## config.mk

```make
export PLATFORM = sky130hd
export DESIGN_NAME = position_counter
export DESIGN_NICKNAME = d
export VERILOG_FILES = /design/src/logic/position_counter_pkg.sv /design/src/logic/position_counter.sv /design/src/logic/quadrature_decoder.sv
export VERILOG_INCLUDE_DIRS = /design/src /design/src/logic
export SDC_FILE = /design/constraint.sdc
export NUM_CORES = 1
export LEC_CHECK = 0
export ABC_AREA = 1
export BUFFER_PORTS_ARGS = -buffer_cell sky130_fd_sc_hd__buf_2
export CAP_MARGIN = 20
export CORE_MARGIN = 5
export CORE_UTILIZATION = 64
export DETAILED_ROUTE_END_ITERATION = 10
export GPL_TIMING_DRIVEN = 0
export PLACE_DENSITY = 0.87
export SLEW_MARGIN = 10
export SYNTH_ARGS = -nofsm -noshare
export SYNTH_HDL_FRONTEND = slang
export SYNTH_HIERARCHICAL = 1
export SYNTH_SLANG_ARGS = --single-unit
```

## constraint.sdc

```tcl
create_clock -name clk -period 5.4 [get_ports clk]
set_input_delay 0.81 -clock clk [delete_from_list [all_inputs] [get_ports clk]]
set_output_delay 0.81 -clock clk [all_outputs]
set_load 0.05 [all_outputs]
```

## src/logic/position_counter_cfg.svh

```systemverilog
`ifndef POSITION_COUNTER_CFG_SVH
`define POSITION_COUNTER_CFG_SVH

// register word offsets
`define OFS_AUX_CTRL       4'h0
`define OFS_AUX_STAT       4'h1
`define OFS_CONFIG         4'h2
`define OFS_PRESET_LOW     4'h3
`define OFS_PRESET_HIGH    4'h4
`define OFS_POSITION_LOW   4'h5
`define OFS_POSITION_HIGH  4'h6

// auxiliary control word bits
`define BIT_SYNC_COMMAND   9
`define BIT_SYNC_INHIBIT   10
`define BIT_SYNC_CLEAR     11
// auxiliary status word bits
`define BIT_SYNC_DONE      5
// configuration word fields
`define BIT_FB_ENCODER     0
`define BIT_CYCLIC         1
`define POS_SRC            2
`define POS_EDGE           4

// reset values
`define RST_AUX_CTRL       16'h0000
`define RST_CONFIG         16'h0000
`define RST_PRESET         16'h0000

// digital input seven scan period, 50 Hz and 60 Hz mains
`define SCAN_50HZ_NS       3300000
`define SCAN_60HZ_NS       2770000
`define CLK_PERIOD_NS      4

`endif

```

## src/logic/position_counter_pkg.sv

```systemverilog
`default_nettype none
package position_counter_pkg;

	typedef enum logic [1:0] {
		SRC_SOFTWARE = 2'h0,
		SRC_ZERO_PULSE = 2'h1,
		SRC_DIGITAL_INPUT = 2'h2
	} sync_source_e;

	typedef enum logic [1:0] {
		EDGE_A_RISE = 2'h0,
		EDGE_A_BOTH = 2'h1,
		EDGE_AB_ALL = 2'h2
	} edge_mode_e;

	typedef struct packed {
		logic       a;
		logic       b;
		logic       zero;
		logic       digital_input_seven;
	} encoder_pins_s;

	typedef struct packed {
		logic [15:0] auxiliary_control_word;
		logic [15:0] config_word;
		logic [15:0] preset_low_word;
		logic [15:0] preset_high_word;
	} sw_regs_s;

endpackage : position_counter_pkg
`default_nettype wire

```

## src/logic/position_counter.sv

```systemverilog
// Implementation choices: the Avalon-MM interface to the registers and the register offsets.
`timescale 1ns/100ps
`default_nettype none
`include "position_counter_cfg.svh"

module position_counter #(
	parameter int SCAN_50HZ_CYCLES = `SCAN_50HZ_NS / `CLK_PERIOD_NS,
	parameter int SCAN_60HZ_CYCLES = `SCAN_60HZ_NS / `CLK_PERIOD_NS
) (
	// clock and reset
	input  wire logic                                clk,
	input  wire logic                                reset_n,
	// avalon-mm slave
	input  wire logic [3:0]                          address,
	input  wire logic                                read,
	input  wire logic                                write,
	input  wire logic [31:0]                         writedata,
	input  wire logic [3:0]                          byteenable,
	output logic [31:0]                              readdata,
	output logic                                     waitrequest,
	// encoder and digital input pins
	input  wire position_counter_pkg::encoder_pins_s pins,
	// mains frequency: high selects the 60 Hz scan period
	input  wire logic                                mains_60hz,
	// position outputs
	output logic [15:0]                              position_low_word,
	output logic [15:0]                              position_high_word,
	output logic                                     sync_done_flag
);

	typedef struct packed {
		position_counter_pkg::sw_regs_s     regs;
		position_counter_pkg::encoder_pins_s sync1;
		position_counter_pkg::encoder_pins_s sync2;
		logic signed [31:0]                 position;
		logic                               sync_done_flag;
		logic                               zero_prev;
		logic                               input_sample;
		logic [23:0]                        scan_count;
		logic                               answered;
		logic [31:0]                        readdata;
		logic [15:0]                        low_snapshot;
	} state_s;

	state_s state;
	state_s next_state;

	logic                             step_up;
	logic                             step_down;
	logic                             encoder_selected;
	logic                             cyclic;
	logic                             inhibit;
	logic                             software_sync;
	logic                             hardware_sync;
	logic                             sync_event;
	logic                             accept;
	logic                             scan_tick;
	logic [23:0]                      scan_limit;
	position_counter_pkg::sync_source_e sync_trigger_source;
	position_counter_pkg::edge_mode_e encoder_edge_mode;
	logic                             wr;
	logic                             rd;

	function automatic logic [15:0] merge16(input logic [15:0] old, input logic [31:0] data,
		input logic [3:0] be);
		merge16 = {be[1] ? data[15:8] : old[15:8], be[0] ? data[7:0] : old[7:0]};
	endfunction : merge16

	quadrature_decoder u_decoder (
		.clk              (clk),
		.reset_n          (reset_n),
		.a                (state.sync2.a),
		.b                (state.sync2.b),
		.encoder_edge_mode(encoder_edge_mode),
		.step_up          (step_up),
		.step_down        (step_down)
	);

	always_comb begin
		encoder_selected    = state.regs.config_word[`BIT_FB_ENCODER];
		cyclic              = state.regs.config_word[`BIT_CYCLIC];
		sync_trigger_source = position_counter_pkg::sync_source_e'(state.regs.config_word[`POS_SRC +: 2]);
		encoder_edge_mode   = position_counter_pkg::edge_mode_e'(state.regs.config_word[`POS_EDGE +: 2]);
		inhibit             = state.regs.auxiliary_control_word[`BIT_SYNC_INHIBIT];
		software_sync       = state.regs.auxiliary_control_word[`BIT_SYNC_COMMAND];
		scan_limit          = mains_60hz ? 24'(SCAN_60HZ_CYCLES - 1) : 24'(SCAN_50HZ_CYCLES - 1);
		scan_tick           = (state.scan_count >= scan_limit);
		// a write lands only at the edge where waitrequest is seen low
		wr                  = write && state.answered;
		rd                  = read && !state.answered;
	end

	// trigger selection and acceptance
	always_comb begin
		hardware_sync = 1'b0;
		unique case (sync_trigger_source)
			position_counter_pkg::SRC_ZERO_PULSE:    hardware_sync = state.sync2.zero && !state.zero_prev;
			position_counter_pkg::SRC_DIGITAL_INPUT:
				hardware_sync = scan_tick && state.sync2.digital_input_seven && !state.input_sample;
			default:                                 hardware_sync = 1'b0;
		endcase
		sync_event = (sync_trigger_source == position_counter_pkg::SRC_SOFTWARE) ? software_sync
			: hardware_sync;
		// single mode holds off while done is set; cyclic takes every event that is not inhibited
		accept = sync_event && !inhibit && (cyclic || !state.sync_done_flag);
	end

	always_comb begin
		next_state       = state;
		next_state.sync1 = pins;
		next_state.sync2 = state.sync1;
		next_state.zero_prev = state.sync2.zero;
		next_state.scan_count = scan_tick ? 24'h000000 : state.scan_count + 24'h000001;
		if (scan_tick) begin
			next_state.input_sample = state.sync2.digital_input_seven;
		end

		// counting, with preset taking priority
		if (accept) begin
			next_state.position = $signed({state.regs.preset_high_word, state.regs.preset_low_word});
		end else if (encoder_selected && step_up) begin
			next_state.position = state.position + 32'sh00000001;
		end else if (encoder_selected && step_down) begin
			next_state.position = state.position - 32'sh00000001;
		end

		// a clear that meets a new sync loses to the set
		if (wr && address == `OFS_AUX_CTRL && byteenable[1] && writedata[`BIT_SYNC_CLEAR]) begin
			next_state.sync_done_flag = 1'b0;
		end
		if (accept) begin
			next_state.sync_done_flag = 1'b1;
		end

		// avalon slave: one wait cycle, answered on the second edge
		next_state.answered = (read || write) && !state.answered;
		if (wr) begin
			unique case (address)
				`OFS_AUX_CTRL:    next_state.regs.auxiliary_control_word =
					merge16(state.regs.auxiliary_control_word, writedata, byteenable);
				`OFS_CONFIG:      next_state.regs.config_word = merge16(state.regs.config_word, writedata, byteenable);
				`OFS_PRESET_LOW:  next_state.regs.preset_low_word =
					merge16(state.regs.preset_low_word, writedata, byteenable);
				`OFS_PRESET_HIGH: next_state.regs.preset_high_word =
					merge16(state.regs.preset_high_word, writedata, byteenable);
				default:          next_state.regs = state.regs;
			endcase
		end
		if (rd) begin
			unique case (address)
				`OFS_AUX_CTRL:      next_state.readdata = {16'h0000, state.regs.auxiliary_control_word};
				`OFS_AUX_STAT:      next_state.readdata = 32'(state.sync_done_flag) << `BIT_SYNC_DONE;
				`OFS_CONFIG:        next_state.readdata = {16'h0000, state.regs.config_word};
				`OFS_PRESET_LOW:    next_state.readdata = {16'h0000, state.regs.preset_low_word};
				`OFS_PRESET_HIGH:   next_state.readdata = {16'h0000, state.regs.preset_high_word};
				`OFS_POSITION_LOW:  next_state.readdata = {16'h0000, state.position[15:0]};
				`OFS_POSITION_HIGH: next_state.readdata = {16'h0000, state.position[31:16]};
				default:            next_state.readdata = 32'h00000000;
			endcase
		end
		next_state.low_snapshot = state.position[15:0];
	end

	always_ff @(posedge clk or negedge reset_n) begin
		if (!reset_n) begin
			state                             <= '0;
			state.regs.auxiliary_control_word <= `RST_AUX_CTRL;
			state.regs.config_word            <= `RST_CONFIG;
			state.regs.preset_low_word        <= `RST_PRESET;
			state.regs.preset_high_word       <= `RST_PRESET;
		end else begin
			state <= next_state;
		end
	end

	assign waitrequest        = (read || write) && !state.answered;
	assign readdata           = state.readdata;
	assign position_low_word  = state.position[15:0];
	assign position_high_word = state.position[31:16];
	assign sync_done_flag     = state.sync_done_flag;
endmodule : position_counter
`default_nettype wire

```

## src/logic/quadrature_decoder.sv

```systemverilog
`timescale 1ns/100ps
`default_nettype none
`include "position_counter_cfg.svh"

module quadrature_decoder (
	// clock and reset
	input  wire logic                             clk,
	input  wire logic                             reset_n,
	// synchronised encoder tracks
	input  wire logic                             a,
	input  wire logic                             b,
	input  wire position_counter_pkg::edge_mode_e encoder_edge_mode,
	// count step
	output logic                                  step_up,
	output logic                                  step_down
);

	typedef struct packed {
		logic a;
		logic b;
	} state_s;

	state_s state;
	state_s next_state;
	logic   a_edge;
	logic   b_edge;
	logic   forward;
	logic   valid;

	always_comb begin
		next_state.a = a;
		next_state.b = b;
	end

	always_ff @(posedge clk or negedge reset_n) begin
		if (!reset_n) begin
			state <= '0;
		end else begin
			state <= next_state;
		end
	end

	// direction from the quadrature phase relation at the changing track
	always_comb begin
		a_edge  = a ^ state.a;
		b_edge  = b ^ state.b;
		forward = a_edge ? (a ^ b) : ~(a ^ b);
		valid   = 1'b0;
		unique case (encoder_edge_mode)
			position_counter_pkg::EDGE_A_RISE: valid = a_edge && a;
			position_counter_pkg::EDGE_A_BOTH: valid = a_edge;
			position_counter_pkg::EDGE_AB_ALL: valid = a_edge ^ b_edge;
			default:                           valid = 1'b0;
		endcase
		step_up   = valid && forward;
		step_down = valid && !forward;
	end

endmodule : quadrature_decoder
`default_nettype wire

```

# Word-level counts from Yosys, hierarchy flattened
# Index checks and enable logic that the tools add are counted.
totals:
  reg_bits: 166
  input_bits: 49
  out_inout_bits: 66
  elab_cells: 93
classes:
  add_sub_neg: 3
  order_cmp: 1
  n_eq_ne: 10
  muxes: 12
  bitwise_logic: 5
  n_reduce_logical: 37
op_table:
  columns: ["operator", "n"]
  rows:
  - ["16-bit one-hot mux with 7 select lines", 1]
  - ["32-bit two-way mux", 3]
  - ["32-bit by 2-bit adder with 32-bit output, second input constant", 1]
  - ["32-bit by 2-bit subtractor with 32-bit output, second input constant", 1]
  - ["24-bit by 1-bit adder with 24-bit output, second input constant", 1]
  - ["24-bit by 20-bit >= comparator with 1-bit output", 1]
  - ["24-bit two-way mux", 1]
  - ["3-bit AND reduction", 8]
  - ["19-bit two-way mux", 1]
  - ["1-bit logical AND", 16]
  - ["4-bit by 3-bit equality test with 1-bit output, second input constant", 3]
  - ["4-bit by 2-bit equality test with 1-bit output, second input constant", 2]
  - ["1-bit zero test", 6]
  - ["2-bit by 1-bit equality test with 1-bit output, second input constant", 2]
  - ["2-bit equality test, second input constant", 2]
  - ["4-bit by 1-bit equality test with 1-bit output, second input constant", 1]
  - ["2-bit zero test", 2]
  - ["4-bit zero test", 1]
  - ["1-bit two-way mux", 4]
  - ["1-bit XOR", 4]
  - ["1-bit one-hot mux with 3 select lines", 1]
  - ["3-bit nonzero test", 1]
  - ["1-bit logical OR", 2]
  - ["1-bit one-hot mux with 2 select lines", 1]
  - ["2 further kinds", 2]

# Logic depth before layout (Yosys ltp)
logic_depth:
  ltp_word: 9
  depth_mapped: 20

# Cells and area by module
# The synthesis kept the hierarchy.
modules_own_cells:
  columns: ["module", "n_inst", "cells_per_inst", "area_each_um2", "seq_area_each_um2"]
  rows:
  - ["position_counter", 1, 1198, 9207.6, 3703.6]
  - ["quadrature_decoder", 1, 21, 157.7, 50.0]

# Worst setup path after synthesis
# No wires, ideal clock.
synth_timing:
  path_kind: "flip-flop to flip-flop"
  startpoint: "register state[111] (netlist bit)"
  endpoint: "register state, in the netlist position_high_word[5]"
  setup_ns: 0.069
  arrival_time_ns: 3.418
  setup_slack_ns: 1.914
  path_stages_with_launch: 18
  path_cell_list: "dfrtp_1 -> ha_1 -> inv_1 -> nand4_1 -> nand3_1 -> a21oi_1 -> nand2_1 -> ha_1 -> nand2_1 -> nor2_1 -> inv_1 -> nor2_1 -> nand3_1 -> or2_2 -> nand3_1 -> xor2_1 -> nand3_1 -> nand3_1"
synth_between:
  elab_chain_cells: 7
synth_lines:
  columns: ["element", "line_no", "rtl"]
  rows:
  - ["start: declaration", "position_counter.sv:45", "state_s state;"]
  - ["start signal: assignment", "position_counter.sv:172", "state <= next_state;"]
  - ["1-bit XOR, on equally long branches", "quadrature_decoder.sv:45, quadrature_decoder.sv:47", null]
  - ["1-bit XOR, or another cell as far along", "quadrature_decoder.sv:52", "position_counter_pkg::EDGE_AB_ALL: valid = a_edge ^ b_edge;"]
  - ["1-bit one-hot mux with 3 select lines or 1-bit two-way mux (tied branches)", "quadrature_decoder.sv:49, quadrature_decoder.sv:47", null]
  - ["1-bit logical AND (*)", "quadrature_decoder.sv:55", "step_up = valid && forward;"]
  - ["net step_up", "position_counter.sv:48", "logic step_up;"]
  - ["1-bit logical AND (*)", "position_counter.sv:121", "end else if (encoder_selected && step_up) begin"]
  - ["32-bit two-way mux", "position_counter.sv:121", null]
  - ["32-bit two-way mux", "position_counter.sv:119", "if (accept) begin"]
# The timed path passes the listed nets; every way through them passes the cells marked *.
# A chain may end at the register's enable or synchronous reset.

# Final worst setup path
layout_timing:
  startpoint: "register state[111] (netlist bit)"
  endpoint: "register state, in the netlist position_high_word[2]"
# The elaborated chain is that of the path after synthesis.

==> summary.md <==
| Metric | Value |
|---|---|
| Status | `complete, no violations` |
| Die ar. | `0.0172 mm²` |
| Post-CTS sizing | `0` |
| Total Wirelength | `27700 µm` |
| Post-CTS Repair Setup Buffers | `0` |
| CP max stage delay | `0.58 ns` |
| Port buffer count | `80` |
| CTS Hold Bufs | `0` |
| Post-synth top area share | `40.1%` |
| Post-synth top area cell | `dfrtp_1` |
| Die span in y | `131 µm` |
| Syn Std Cell Area | `0.00937 mm²` |
| HPWL Detailed | `20600 µm` |
| Crit path DAT | `4.61 ns` |
| Top FF cell, synth | `dfrtp_1` |
| Fin. max-slew vios | `0` |
| CP startpoint kind | `register` |
| Skew-Pair Late Insertion Delay | `0.43 ns` |
| Slew Limit Headroom | `37.7%` |
| Drt drc | `0` |
| Post-synth top cells | `302 x nand2_1, 169 x nand3_1, 150 x dfrtp_1` |
| Row count | `44` |
| Starting DRT DRC Count | `1046` |
| Die extent in x | `131 µm` |
| Post-synth cell types | `39` |
| Logic pwr share | `53.7%` |
| Worst reg2reg setup slack | `1.16 ns` |
| Io pins | `115` |
| P per Cell Area | `579 mW/mm²` |
| Drt pass-1 iters | `8` |
| Final hold violations | `0` |
| Clock-pin slew on the worst setup and hold paths | `0.06 ns` |
| Cell mode on critical path | `nand2_1` |
| Fmax | `0.236 GHz` |
| Reg2reg start | `state[111]$_DFF_PN0_` |
| Core region area | `0.0144 mm²` |
| Count of max-cap constraint violations | `0` |
| Mapped Avg Cell Area | `7.68 µm²` |
| Required @ worst endpoint | `5.77 ns` |
| Synth top area cells | `dfrtp_1 40%, nand2_1 12%, nand3_1 9.0%, ha_1 5.9%, buf_4 5.1%` |
| RSZ-0062 raised after global routing | `false` |
| NetSw | `3.02 mW` |
| Final setup fails | `0` |
| Area growth, synth to finish | `14.7%` |
| CP Capture Type | `register` |
| Clock Skew | `0.00733 ns` |
| Core Util, Final | `74.5%` |
| GRT Total Usage | `33.4%` |
| Sequential power share | `25.8%` |
| Internal | `3.21 mW` |
| Synth Instances | `1219` |
| Largest net degree at the start of global routing | `81` |
| Starting Density | `64.9%` |
| Vias per inst | `5.92` |
| Most numerous cell in the Yosys netlist | `nand2_1` |
| Root Buffer | `clkbuf_16` |
| Grt total ovfl | `0` |
| Initial antenna violation count | `0` |
| P_leak | `5.57 nW` |
| FF-to-FF End | `position_high_word[2]$_DFFE_PN0P_` |
| Ys Warns | `6` |
| R2r worst-path depth | `17` |
| Vias | `9093` |
| Period utilisation layout | `78.5%` |
| DRT antenna net count | `0` |
| Layout Nets | `1432` |
| Crit path kind | `reg -> reg` |
| Async set or reset register ratio after synthesis | `100%` |
| H-tree Lvls | `4` |
| Number of flops mapped to enable cells by yosys | `0` |
| CP Cell Sequence | `ha_1 > inv_1 > nand4_1 > nand3_1 > a21oi_1 > nand2_1 > buf_8 > ha_1 > a21oi_1 > o21bai_1 > a21oi_1 > nand2_1 > nand2_1 > nand2_1 > xor2_1 > nand3_1 > nand3_1` |
| Diode count | `0` |
| Maximum vdd drop | `0.301 mV` |
| TNS Setup | `0 ns` |
| Share of layout cells above drive strength 1 | `15.0%` |
| First-pass GRT wire length | `44500 µm` |
| Sequential share of the synthesized area | `40.1%` |
| Tightest Pin Transition | `0.928 ns` |
| Slowest cell on the critical path | `nand2_1` |
| Vias in the first global route | `8664` |
| Sw frac | `48.4%` |
| Worst Hold Class | `in -> async` |
| Wire length per cell | `18.0 µm` |
| Yosys reg bits | `150` |
| GPL Wtd Cong | `0.958` |
| Total CTS buffers | `17` |
| Clock power frac | `20.5%` |
| Sink Count | `150` |
| CP Max Fanout | `20` |
| Clk buf depth | `2` |
| CTS tree | `built` |
| Minimum clock period | `4.24 ns` |
==> cell families (layout without fill, tap and decap cells) <==
family / Yosys count / count (layout) / share of synthesized area [%]
mux: 11 / 11 / 1.32
compound gates: 192 / 192 / 11.7
fa+ha+maj: 45 / 45 / 6.09
buf+inv: 194 / 308 / 10.9
other cells: 1 / 19 / 0.0400
xor+xnor: 28 / 28 / 2.62
flops: 150 / 150 / 40.1
simple gates: 598 / 598 / 27.2
==> routing by layer <==
metal	share of wire [%]	GRT usage, %	routed length, µm	up-vias
li1	-	-	-	4244
met1	39	43.9	10900	4187
met2	46	53.2	12800	540
met3	10	8.41	2830	122
met4	4.2	13.9	1170	0
met5	0	0	0	-
==> through the flow <==
stage / cell area [µm²] / hold WS [ns] / total power [mW] / std cells / setup slack (ns)
final: 10700 / 0.333 / 6.23 / 1535 / 1.16
after global routing: 10700 / 0.366 / 6.62 / 1535 / 0.845
after CTS: 10700 / 0.352 / 6.15 / 1535 / 1.27
after detailed placement: 10100 / 0.337 / 4.85 / 1503 / 1.35
after global placement: 10100 / 0.333 / 4.81 / 1501 / 1.05
after floorplan: 9430 / 0.331 / 4.00 / 1237 / 1.91
==> final cells by class <==
| cell class | instances | area, µm² |
|---|---|---|
| multi-input combinational | 893 | 4660 |
| sequential | 150 | 3750 |
| fill | 1117 | 3680 |
| buffer | 99 | 662 |
| timing repair buffer | 82 | 453 |
| clock buffer | 18 | 429 |
| inverter | 95 | 357 |
| tap | 184 | 230 |
| clock inverter | 14 | 200 |
==> registers in the layout, summed over array words and instances (netlist names), 2 cells and up <==
name                cells
state                  88
readdata               16
position_low_word      16
encoder_edge_mode       2
position_high_word     16
next_state              5
u_decoder/state         2
==> placed cells by master, fill, tap and decap left out, types with 2 or more instances in the layout <==
cell	count
a221oi_1	16
bufinv_16	4
nor4_1	4
conb_1	19
a21boi_0	5
clkinvlp_4	5
nand3b_1	4
a21oi_1	51
clkbuf_1	26
buf_4	64
a22o_1	6
nor3b_1	2
buf_6	6
clkbuf_16	17
nand4_1	5
inv_6	2
clkinv_1	2
buf_2	83
o21bai_1	6
mux2_2	11
o21ai_0	94
o21ai_1	2
nor3_1	14
nand2_1	302
nor2_1	90
xnor2_1	8
inv_1	93
dfrtp_1	150
a21o_1	4
xor2_1	20
buf_8	2
and3_1	2
ha_1	44
nand3_1	169
o21a_1	6
==> power by group through the flow <==
stage / sequential [mW] / combinational, mW / clock (mW)
after CTS: 1.59 / 3.30 / 1.27
after detailed placement: 1.60 / 3.25 / 0
final: 1.61 / 3.35 / 1.27
after global routing: 1.62 / 3.68 / 1.33
after global placement: 1.60 / 3.22 / 0
after floorplan: 1.49 / 2.51 / 0
==> critical path, delay by kind of cell, from the launching register on <==
kind / cells / cell delay (ns)
xor+xnor: 1 / 0.32
buf+inv: 2 / 0.49
fa+ha+maj: 2 / 0.70
compound gates: 4 / 0.83
flops: 1 / 0.41
simple gates: 8 / 1.40
==> worst max path at each step <==
stage                               startpoint  slack (ns)                                end
after floorplan           state[111]$_DFF_PN0_        1.91  position_high_word[5]$_DFFE_PN0P_
after global placement    state[111]$_DFF_PN0_        1.05  position_high_word[5]$_DFFE_PN0P_
after detailed placement  state[111]$_DFF_PN0_        1.35  position_high_word[5]$_DFFE_PN0P_
after CTS                 state[111]$_DFF_PN0_        1.27  position_high_word[5]$_DFFE_PN0P_
after global routing      state[111]$_DFF_PN0_        0.84  position_high_word[5]$_DFFE_PN0P_
final                     state[111]$_DFF_PN0_        1.16  position_high_word[2]$_DFFE_PN0P_
Note: power is estimated with default switching activity, not from simulation.
